<file path="src/rtl/scd_pkg.sv">
// Shared constants and carrier types for the synchronous clock distribution.
// Assumes a single reference clock; every produced clock is a one-cycle
// enable pulse on that clock rather than a separate clock net.
package scd_pkg;

  localparam int unsigned PSC_W      = 8;
  localparam int unsigned SEL_W      = 3;
  localparam logic [7:0]  PSC_TOP    = 8'hff;
  localparam logic [7:0]  PSC_ONE    = 8'h01;
  localparam logic [7:0]  PSC_RST    = 8'h00;
  localparam logic [2:0]  SEL_MAX    = 3'h7;
  localparam logic [2:0]  SEL_RST    = 3'h0;
  localparam logic [3:0]  SEL_SUM_MAX = 4'h7;

  // Division settings: CPU rate is main rate / 2**cpu_sel, APB rate is CPU rate / 2**apb_sel, but never below main rate / 128
  typedef struct packed {
    logic [2:0] cpu_sel;
    logic [2:0] apb_sel;
  } scd_div_cfg_t;

  // Root clock enables, one pulse per produced clock period
  typedef struct packed {
    logic main_tick;
    logic cpu_tick;
    logic ahb_root_tick;
    logic apb_root_tick;
  } scd_root_ticks_t;

  localparam scd_div_cfg_t    CFG_RST   = '{cpu_sel: SEL_RST,
                                            apb_sel: SEL_RST};
  localparam scd_root_ticks_t TICKS_RST = '{default: 1'b0};

endpackage : scd_pkg

</file>
<file path="src/rtl/scd_clock_dist.sv">
// Synchronous clock distribution of the power manager: main clock from the
// generic clock pin, shared prescaler, CPU/AHB/APB roots and per-module gates.
// Assumes gate masks, settings and requests come from logic on ref_clk; the
// generic clock input is asynchronous and is sampled as a pin.
//
// Overview of operation
// The manager bus clock can be turned off; only reset turns it back on.
// The main clock exists only while the generic clock input toggles.
// One shared 8-bit prescaler on the main clock feeds CPU, AHB and APB.
// The CPU clock feeds only the processor; stopping it stops execution.
// The AHB root clock runs in phase with and at the rate of the CPU clock.
// The AHB root clock keeps running while the CPU clock is stopped.
// Each peripheral's AHB clock has its own gate behind the AHB root clock.
// The APB root clock is in step with the CPU clock and may be divided.
// The APB root clock keeps running while the CPU clock is stopped.
// Each APB module's clock has its own gate behind the APB root clock.
// The interrupt request goes to the interrupt controller, set up first.
// A debugger halt leaves the manager and its clocks unchanged.
// In debug mode sleep does not stop any produced clock.
// New division settings load only at a prescaler wrap, free of glitches.
`timescale 1ns/10ps

module scd_clock_dist #(
  parameter int unsigned AHB_N = 4,
  parameter int unsigned APB_N = 8
) (
  input  wire logic                     ref_clk,
  input  wire logic                     rst,
  input  wire logic                     ce,
  input  wire logic                     main_generic_clock_in,
  input  wire scd_pkg::scd_div_cfg_t    div_cfg,
  input  wire logic                     cpu_stop_req,
  input  wire logic                     sleep_req,
  input  wire logic                     debug_mode,
  input  wire logic                     debug_halt,
  input  wire logic                     manager_bus_clock_en,
  input  wire logic [AHB_N-1:0]         ahb_mask,
  input  wire logic [APB_N-1:0]         apb_mask,
  input  wire logic                     power_manager_event,
  output scd_pkg::scd_root_ticks_t      ticks_r,
  output logic [AHB_N-1:0]              ahb_tick_r,
  output logic [APB_N-1:0]              apb_tick_r,
  output logic                          manager_bus_clock_r,
  output logic                          manager_bus_on_r,
  output logic                          power_manager_irq_r
);
  import scd_pkg::*;

  function automatic logic [7:0] sel_mask(input logic [2:0] sel);
    sel_mask = 8'((9'h001 << sel) - 9'h001);
  endfunction : sel_mask

  // Saturating sum: APB divides the CPU rate further, capped at SEL_MAX (7)
  function automatic logic [2:0] sel_add(input logic [2:0] a,
                                         input logic [2:0] b);
    logic [3:0] s;
    s = {1'b0, a} + {1'b0, b};
    sel_add = (s > SEL_SUM_MAX) ? SEL_MAX : s[2:0];
  endfunction : sel_add

  logic                  pin_s1_r;
  logic                  pin_s2_r;
  logic                  pin_s3_r;
  logic                  main_lvl_r;
  logic [PSC_W-1:0]      psc_cnt_r;
  logic [PSC_W-1:0]      psc_cnt_nxt;
  scd_div_cfg_t          cfg_r;
  scd_root_ticks_t       ticks_nxt;
  logic                  mgr_en_nxt;

  wire logic             pin_agree_w;
  wire logic             main_rise_w;
  wire logic             boundary_w;
  wire logic [2:0]       apb_total_w;
  wire logic [7:0]       cpu_mask_w;
  wire logic [7:0]       apb_mask_w;
  wire logic             root_hit_w;
  wire logic             apb_hit_w;
  wire logic             sleep_stop_w;
  wire logic             cpu_gate_w;

  // Only the second and third stages are looked at
  assign pin_agree_w  = (pin_s2_r == pin_s3_r);
  assign main_rise_w  = pin_agree_w & pin_s3_r & ~main_lvl_r;
  assign psc_cnt_nxt  = psc_cnt_r + PSC_ONE;
  // At the wrap every divided clock sits at a common edge
  assign boundary_w   = main_rise_w & (psc_cnt_r == PSC_TOP);
  assign apb_total_w  = sel_add(cfg_r.cpu_sel, cfg_r.apb_sel);
  assign cpu_mask_w   = sel_mask(cfg_r.cpu_sel);
  assign apb_mask_w   = sel_mask(apb_total_w);
  assign root_hit_w   = main_rise_w
                        & ((psc_cnt_r & cpu_mask_w) == cpu_mask_w);
  assign apb_hit_w    = main_rise_w
                        & ((psc_cnt_r & apb_mask_w) == apb_mask_w);
  // Sleep is ignored under debug so the debugger can reach everything
  assign sleep_stop_w = sleep_req & ~debug_mode;
  // A debugger halt is deliberately not an input to the CPU gate
  assign cpu_gate_w   = ~cpu_stop_req & ~sleep_stop_w;

  always_comb begin
    ticks_nxt.main_tick     = main_rise_w;
    ticks_nxt.cpu_tick      = root_hit_w & cpu_gate_w;
    ticks_nxt.ahb_root_tick = root_hit_w;
    ticks_nxt.apb_root_tick = apb_hit_w;
  end

  // Off is one-way: a later enable request is ignored until reset
  assign mgr_en_nxt = manager_bus_on_r & manager_bus_clock_en;

  always_ff @(posedge ref_clk) begin
    if (rst) begin
      pin_s1_r   <= 1'b0;
      pin_s2_r   <= 1'b0;
      pin_s3_r   <= 1'b0;
      main_lvl_r <= 1'b0;
    end else if (ce) begin
      pin_s1_r   <= main_generic_clock_in;
      pin_s2_r   <= pin_s1_r;
      pin_s3_r   <= pin_s2_r;
      if (pin_agree_w) begin
        main_lvl_r <= pin_s3_r;
      end
    end
  end

  always_ff @(posedge ref_clk) begin
    if (rst) begin
      psc_cnt_r <= PSC_RST;
      cfg_r     <= CFG_RST;
    end else if (ce) begin
      if (main_rise_w) begin
        psc_cnt_r <= psc_cnt_nxt;
      end
      if (boundary_w) begin
        cfg_r <= div_cfg;
      end
    end
  end

  always_ff @(posedge ref_clk) begin
    if (rst) begin
      ticks_r    <= TICKS_RST;
      ahb_tick_r <= '0;
      apb_tick_r <= '0;
    end else if (ce) begin
      ticks_r    <= ticks_nxt;
      ahb_tick_r <= {AHB_N{root_hit_w}} & ahb_mask;
      apb_tick_r <= {APB_N{apb_hit_w}} & apb_mask;
    end
  end

  always_ff @(posedge ref_clk) begin
    if (rst) begin
      manager_bus_on_r    <= 1'b1;
      manager_bus_clock_r <= 1'b0;
      power_manager_irq_r <= 1'b0;
    end else if (ce) begin
      manager_bus_on_r    <= mgr_en_nxt;
      manager_bus_clock_r <= apb_hit_w & mgr_en_nxt;
      // Raw request; enabling and priority belong to the controller
      power_manager_irq_r <= power_manager_event;
    end
  end
endmodule : scd_clock_dist

</file>
<file path="config.mk">
export PLATFORM = sky130hd
export DESIGN_NAME = scd_clock_dist
export DESIGN_NICKNAME = d
export VERILOG_FILES = /design/src/rtl/scd_pkg.sv /design/src/rtl/scd_clock_dist.sv
export SDC_FILE = /design/constraint.sdc
export NUM_CORES = 1
export LEC_CHECK = 0
export CORE_UTILIZATION = 61
export DETAILED_ROUTE_END_ITERATION = 10
export DONT_BUFFER_PORTS = 1
export HOLD_SLACK_MARGIN = 0.1
export MAX_ROUTING_LAYER = met4
export PLACE_DENSITY = 0.88
export SYNTH_ARGS = -nofsm -noshare
export SYNTH_HDL_FRONTEND = slang
export SYNTH_SLANG_ARGS = --single-unit
</file>
<file path="constraint.sdc">
create_clock -name ref_clk -period 3.4 [get_ports ref_clk]
set_input_delay 1.02 -clock ref_clk [delete_from_list [all_inputs] [get_ports ref_clk]]
set_output_delay 1.02 -clock ref_clk [all_outputs]
set_load 0.01 [all_outputs]
</file>
; After elaboration in Yosys (flattened, before gate mapping)
; Index checks and enable logic that the tools add are counted.
[totals]
ff_bits = 37
out_inout_bits = 19
elab_cells = 49
[op_classes]
addsub = 4
n_lt_le_gt_ge = 1
eq_ne = 4
n_shift = 2
n_mux = 1
bitwise_logic = 18
n_reduce_logical = 3
[ops]
columns = op, n
row1 = 8-bit bitwise AND, 3
row2 = 8-bit == test, 2
row3 = "1-bit by 3-bit << shifter with 8-bit output, first input constant", 2
row4 = "8-bit by 1-bit subtractor with 8-bit output, second input constant", 2
row5 = 1-bit bitwise AND, 10
row6 = "8-bit by 1-bit adder with 8-bit output, second input constant", 1
row7 = "8-bit == test, second input constant", 1
row8 = 2-bit AND reduction, 3
row9 = 3-bit by 3-bit adder with 4-bit output, 1
row10 = 4-bit bitwise AND, 1
row11 = "4-bit by 3-bit greater-than comparator with 1-bit output, second input constant", 1
row12 = 1-bit inverter, 4
row13 = 3-bit two-way mux, 1
row14 = 1-bit == test, 1

; Longest topological paths before layout
; Gate-level depths: netlist of the first run.
[logic_depth]
word_depth = 9
ltp_mapped = 10
mapped_depth_nobuf = 10

; Worst setup path after synthesis of the first run
; OpenSTA, ideal clock, no wires.
[synth_timing]
path_type = reg-to-reg
from = register cfg_r[3] in the netlist's numbering
to = register manager_bus_clock_r
setup_ns = 0.061
arrival_ns = 2.857
t_required_ns = 3.339
setup_slack_ns = 0.481
path_stages_with_launch = 11
n_path_buf = 0
cell_sequence = dfxtp_1 -> ha_1 -> fa_1 -> or3_1 -> o31ai_1 -> nand3b_1 -> ha_1 -> nor2_1 -> or3_1 -> a2111oi_4 -> a32o_1
[synth_between]
elab_chain_len = 9
[synth_lines]
columns = item, line_no
row1 = "start, declared", scd_clock_dist.sv:67  ; scd_div_cfg_t cfg_r;
row2 = "start signal, assigned", scd_clock_dist.sv:135  ; cfg_r <= div_cfg;
row3 = 3-bit by 3-bit adder with 4-bit output (*), scd_clock_dist.sv:57  ; s = {1'b0, a} + {1'b0, b};
row4 = 4-bit by 3-bit greater-than comparator with 1-bit output, scd_clock_dist.sv:58  ; sel_add = (s > SEL_SUM_MAX) ? SEL_MAX : s[2:0];
row5 = 3-bit two-way mux (*), scd_clock_dist.sv:58
row6 = 1-bit by 3-bit << shifter with 8-bit output (*), scd_clock_dist.sv:50  ; sel_mask = 8'((9'h001 << sel) - 9'h001);
row7 = 8-bit by 1-bit subtractor with 8-bit output (*), scd_clock_dist.sv:50
row8 = 8-bit bitwise AND, scd_clock_dist.sv:94  ; & ((psc_cnt_r & apb_mask_w) == apb_mask_w);
row9 = 8-bit == test (*), scd_clock_dist.sv:94
row10 = 1-bit bitwise AND (*), scd_clock_dist.sv:94
row11 = 1-bit bitwise AND (*), scd_clock_dist.sv:159  ; manager_bus_clock_r <= apb_hit_w & mgr_en_nxt;
row12 = "end signal, assigned", scd_clock_dist.sv:159
row13 = "end, declared", scd_clock_dist.sv:43  ; output logic manager_bus_clock_r,
; Every way passes the cells marked *; elsewhere a longest branch is shown, timed or not.
; A chain may end at the register's enable or synchronous reset.

; Worst setup path in the final report of the first run
; Same ends and word-level chain as after synthesis.

==> impl_metrics.ini, run 1 <==
[drt]
drt_wl_total_mm = 3.39
drt-initial-drc-count = 61
avgRoutedWirePerCell_um = 16.0
ant_nets = 0
vias = 1307
firstDrtPassIters = 4
drt-vias-per-instance = 6.17
drcViolationCount = 0

[floorplanning]
ios = 47
die_x_um = 55.8
start_util = 0.641
die_h_um = 55.8
core-area_um2 = 2760
core.rowCount = 19
dieArea_um2 = 3120

[min_path]
min_from = psc_cnt_r[7]$_SDFFE_PP0P_
min_to = psc_cnt_r[7]$_SDFFE_PP0P_
hold_path_depth = 2
hold_path.class = reg -> reg

[sta]
min_period_over_period = 0.903
hold_viol = 0
totalNegativeSetupSlack_ns = 0
fin_crit_ns = 3.07
drv_slew = 0
setup_slack_ns = 0.330
worst_slew_pin_slew_ns = 0.943
whs_ns = 0.510
slew_headroom = 0.369
max_freq_mhz = 326
setup_viol = 0
clock_skew_ns = 0.0136
rsz0062_at_grt = no

[setup_path]
required_ns = 3.71
max_stage_delay_ns = 0.46
r2r-start = cfg_r[3]$_SDFFE_PP0P_
reg2reg_depth = 11
critical_path_class = reg -> reg
path_max_fanout = 10
reg2reg_slack_ns = 0.33
arrival_ns = 3.38
r2r-end = manager_bus_clock_r$_SDFFE_PP0P_
crit_path_end_kind = register
crit_chain = ha_1 -> fa_1 -> or3_1 -> o31ai_1 -> nand3b_1 -> ha_1 -> nor2_1 -> or3_1 -> a2111oi_4 -> buf_4 -> a32o_1
startpoint_type = register
slowest_stage = fa_1

[place]
port_buffers = 0
place.gp.congestion = 0.818
pre_cts_ws_ns = 0.369
dpl.cell_count = 204
dp_hpwl_mm = 2.50

[clock_tree]
clockRootBuffer = clkbuf_4
cts_resized = 0
clkLatencyLatePin_ns = 0.36
cts_tree = built
cts_sinks = 37
numCtsBuffers = 5
htree_levels = 2
clk_path_buf_depth = 2
cts_hold_buf = 0
clk_pin_slew_ns = 0.11
post_cts_buffers = 0

[flow_run]
drv_cap = 0

[finish]
area_delta_synth_final_pct = 3.33
n_antenna_cell = 0
mostFrequentLayoutCells = dfxtp_1 (37), nor2_1 (25), a22o_1 (13)
final_layout_size_suffix_gt1_frac = 0.0829
mostFrequentLayoutCell = dfxtp_1
nets = 216
fin_cells = 212

[synthesis]
avgSynthCellArea_um2 = 9.66
ys_warn_count = 0
synthAdderAreaFrac = 0.0665
synth_mux_area_frac = 0.0764
yosys_most_used_dff = dfxtp_1
synth-seq-cells = 37
synth_compound_area_frac = 0.188
synth_cell_types = 45
synth-xor-area-share = 0.0439
synth_enable_flop_cells = 0
syn_inst = 183
yosys.area_share.simple = 0.171
synth_seq_area_share = 0.419
synth_top_family_by_area = compound AO/OA/AOI/OAI gates
ys_async_sr_fraction = 0
synth_area_um2 = 1770
syn_nets = 219

[global_route]
antenna_found_initial = 0
grtUsageTotal = 0.243
grt_max_degree = 26
grt_overflow = 0
grt_pass1_wl_mm = 5.73
grt_pass1_vias = 1327

[status]
outcome = finished clean

[power_and_ir_drop]
p_leak_nw = 0.773
power_w = 0.000696
peakVddDrop_v = 0.000379
power_density_nw_per_um2 = 381
## how the worst max path moves through the flow
stage,start,endpoint,slack [ns],cells after the start
2_1_floorplan,cfg_r[3]$_SDFFE_PP0P_,manager_bus_clock_r$_SDFFE_PP0P_,0.48,10
3_3_place_gp,cfg_r[3]$_SDFFE_PP0P_,manager_bus_clock_r$_SDFFE_PP0P_,0.43,11
3_5_place_dp,cfg_r[3]$_SDFFE_PP0P_,manager_bus_clock_r$_SDFFE_PP0P_,0.37,11
4_1_cts,cfg_r[3]$_SDFFE_PP0P_,manager_bus_clock_r$_SDFFE_PP0P_,0.34,11
5_1_grt,cfg_r[3]$_SDFFE_PP0P_,manager_bus_clock_r$_SDFFE_PP0P_,0.16,11
6_report,cfg_r[3]$_SDFFE_PP0P_,manager_bus_clock_r$_SDFFE_PP0P_,0.33,11
## per-layer routing
| metal | up-vias | GRT usage | part of all wire |
|---|---|---|---|
| met5 | - | - | 0 |
| met4 | 0 | 0.108 | 0.022 |
| met3 | 7 | 0.0674 | 0.065 |
| met2 | 45 | 0.413 | 0.51 |
| met1 | 608 | 0.266 | 0.41 |
| li1 | 647 | - | - |
## critical path, delay by kind of cell, from the launching register on
family          cells  cell delay [ns]
buf+inv             1             0.22
flops               1             0.40
fa+ha+maj           3             1.02
simple gates        4             0.91
compound gates      3             0.48
## cell usage after synthesis (4+ instances only)
cell type  instances  area share
or3_1              5       0.018
dfxtp_1           37        0.42
ha_1               7       0.050
xor2_1             4       0.020
nand2_1           12       0.025
a22o_1            13       0.064
nor2_1            25       0.053
mux2i_1           12       0.068
a21o_1             4       0.017
clkbuf_1           9       0.019
a21oi_1            6       0.017
## power breakdown
group	internal (W)	total [W]	leakage, nW	switching [W]
sequential	0.000436	0.000439	0.299	0.00000274
clock	0.000101	0.000246	0.0382	0.000145
combinational	0.00000529	0.0000104	0.436	0.00000514
total	0.000542	0.000696	0.773	0.000153
## cells by family after synthesis
logic type | Yosys count
XOR/XNOR | 8
AND/OR/NAND/NOR | 61
adder cells (fa/ha/maj) | 9
buffers and inverters | 14
flip-flops | 37
multiplexers | 13
AO/OA/AOI/OAI | 41
## state kept, by name, indices dropped and copies added (netlist names)
register / cells
ahb_tick_r: 4
apb_tick_r: 8
cfg_r: 6
main_lvl_r: 1
manager_bus_clock_r: 1
manager_bus_on_r: 1
pin_s1_r: 1
pin_s2_r: 1
pin_s3_r: 1
power_manager_irq_r: 1
psc_cnt_r: 8
ticks_r: 4
## cell type report
cell class	count	area, µm²
Multi-Input combinational cell	132	963
Clock inverter	2	13.8
Timing Repair Buffer	1	7.51
Sequential cell	37	741
Clock buffer	6	51.3
Inverter	3	11.3
Fill cell	213	931
Tap cell	31	38.8
## per-stage QoR
stage               area [µm²]  utilization
detailed placement        1760        0.639
finish                    1830        0.662
global placement          1760        0.639
floorplan                 1770            -
CTS                       1830        0.662
global route              1830        0.662
Power figures use the tool's default switching activity.
==> inputs of run 2 (changes only) <==
REMOVE_ABC_BUFFERS = 1   (was default)
==> run 2 against run 1 <==
Net effect: die area stayed put; flip-flop and latch count stayed put; first-iteration DRC count is 36% lower; critical path depth stayed put; critical path type unchanged; highest routed layer unchanged; combinational power hardly changed.
==> impl_metrics.ini, run 2 (same netlist as run 1, synthesis figures left out) <==
[floorplanning]
core-area_um2 = 2760
start_util = 0.641
die_h_um = 55.8
ios = 47
core.rowCount = 19
dieArea_um2 = 3120
die_x_um = 55.8

[sta]
setup_slack_ns = 0.262
fin_crit_ns = 3.14
setup_viol = 0
worst_slew_pin_slew_ns = 0.908
slew_headroom = 0.393
hold_viol = 0
min_period_over_period = 0.923
rsz0062_at_grt = no
clock_skew_ns = 0.00999
totalNegativeSetupSlack_ns = 0
max_freq_mhz = 319
drv_slew = 0

[drt]
avgRoutedWirePerCell_um = 15.7
drcViolationCount = 0
drt-initial-drc-count = 39
routed.top_layer = met4
wl_met1_mm = 1.50
wl_met2_mm = 1.64
ant_nets = 0
drt-vias-per-instance = 6.09
drt_wl_total_mm = 3.33
firstDrtPassIters = 4
dr_wl_met3_um = 148
vias = 1291

[setup_path]
path_max_fanout = 10
arrival_ns = 3.42
critical_path_class = reg -> reg
required_ns = 3.68
crit_path_end_kind = register
startpoint_type = register

[global_route]
grtUsageTotal = 0.246
grt_pass1_wl_mm = 5.81
grt_max_degree = 26
antenna_found_initial = 0
grt_pass1_vias = 1307
grt_overflow = 0

[finish]
nets = 216
n_antenna_cell = 0
final_layout_size_suffix_gt1_frac = 0.0773
mostFrequentLayoutCells = dfxtp_1 (37), nor2_1 (25), a22o_1 (13)
area_delta_synth_final_pct = 4.46
reg_top3 = apb_tick_r (8), psc_cnt_r (8), cfg_r (6)
mostFrequentLayoutCell = dfxtp_1

[clock_tree]
cts_sinks = 37
cts_hold_buf = 0
post_cts_buffers = 0
clkLatencyLatePin_ns = 0.34
clk_pin_slew_ns = 0.11
clk_path_buf_depth = 2
cts_resized = 0
cts_tree = built
numCtsBuffers = 5
clockRootBuffer = clkbuf_4
htree_levels = 2

[min_path]
hold_path.class = reg -> reg

[status]
outcome = finished clean

[power_and_ir_drop]
power_w = 0.000767
power_density_nw_per_um2 = 415
p_leak_nw = 0.780
peakVddDrop_v = 0.000316

[place]
port_buffers = 0
place.gp.congestion = 0.852
dp_hpwl_mm = 2.44
pre_cts_ws_ns = 0.319

[flow_run]
drv_cap = 0
## run 2: worst paths after layout
path	slack, ns	start	end	depth (start not counted)
setup / recovery	0.26	cfg_r[3]$_SDFFE_PP0P_	manager_bus_clock_r$_SDFFE_PP0P_	11
hold / removal	0.50	psc_cnt_r[7]$_SDFFE_PP0P_	psc_cnt_r[7]$_SDFFE_PP0P_	2
setup reg to reg	0.26	cfg_r[3]$_SDFFE_PP0P_	manager_bus_clock_r$_SDFFE_PP0P_	11
hold reg to reg	0.50	psc_cnt_r[7]$_SDFFE_PP0P_	psc_cnt_r[7]$_SDFFE_PP0P_	2
## run 2: critical path, cell delays in order, from the launching register on
cell and delay [ns]:
dfxtp_1 0.41, ha_1 0.27, fa_1 0.45, or3_1 0.40, o31ai_1 0.12, nand3b_1 0.14
ha_1 0.32, nor2_1 0.04, or3_1 0.35, a2111oi_4 0.20, buf_4 0.22, a32o_1 0.16
## run 2: layer usage
layer / vias to the layer above / GRT usage
met3: 7 / 0.0698
met2: 28 / 0.396
li1: 646 / -
met4: 0 / 0.0767
met1: 610 / 0.301
met5: - / -
## run 2: per-stage QoR
| stage | hold slack [ns] | utilization | cells | cell area [µm²] |
|---|---|---|---|---|
| CTS | 0.500 | 0.670 | 212 | 1850 |
| global route | 0.537 | 0.670 | 212 | 1850 |
| finish | 0.499 | 0.670 | 212 | 1850 |
| detailed placement | 0.478 | 0.639 | 204 | 1760 |
| global placement | 0.461 | 0.639 | 204 | 1760 |
| floorplan | 0.452 | - | 172 | 1720 |
## run 2: cell type report
| cell class | count | area [µm²] |
|---|---|---|
| clock buffers | 7 | 55.1 |
| clock inverters | 1 | 30.0 |
| fillers | 205 | 911 |
| inverters | 3 | 11.3 |
| multi-input cells | 132 | 963 |
| flip-flops and latches | 37 | 741 |
| well taps | 31 | 38.8 |
| repair buffers | 1 | 7.51 |
## run 2: power breakdown
group          switching, W  internal [W]
logic            0.00000498    0.00000531
clock network      0.000142      0.000176
registers        0.00000290      0.000436
total              0.000150      0.000617
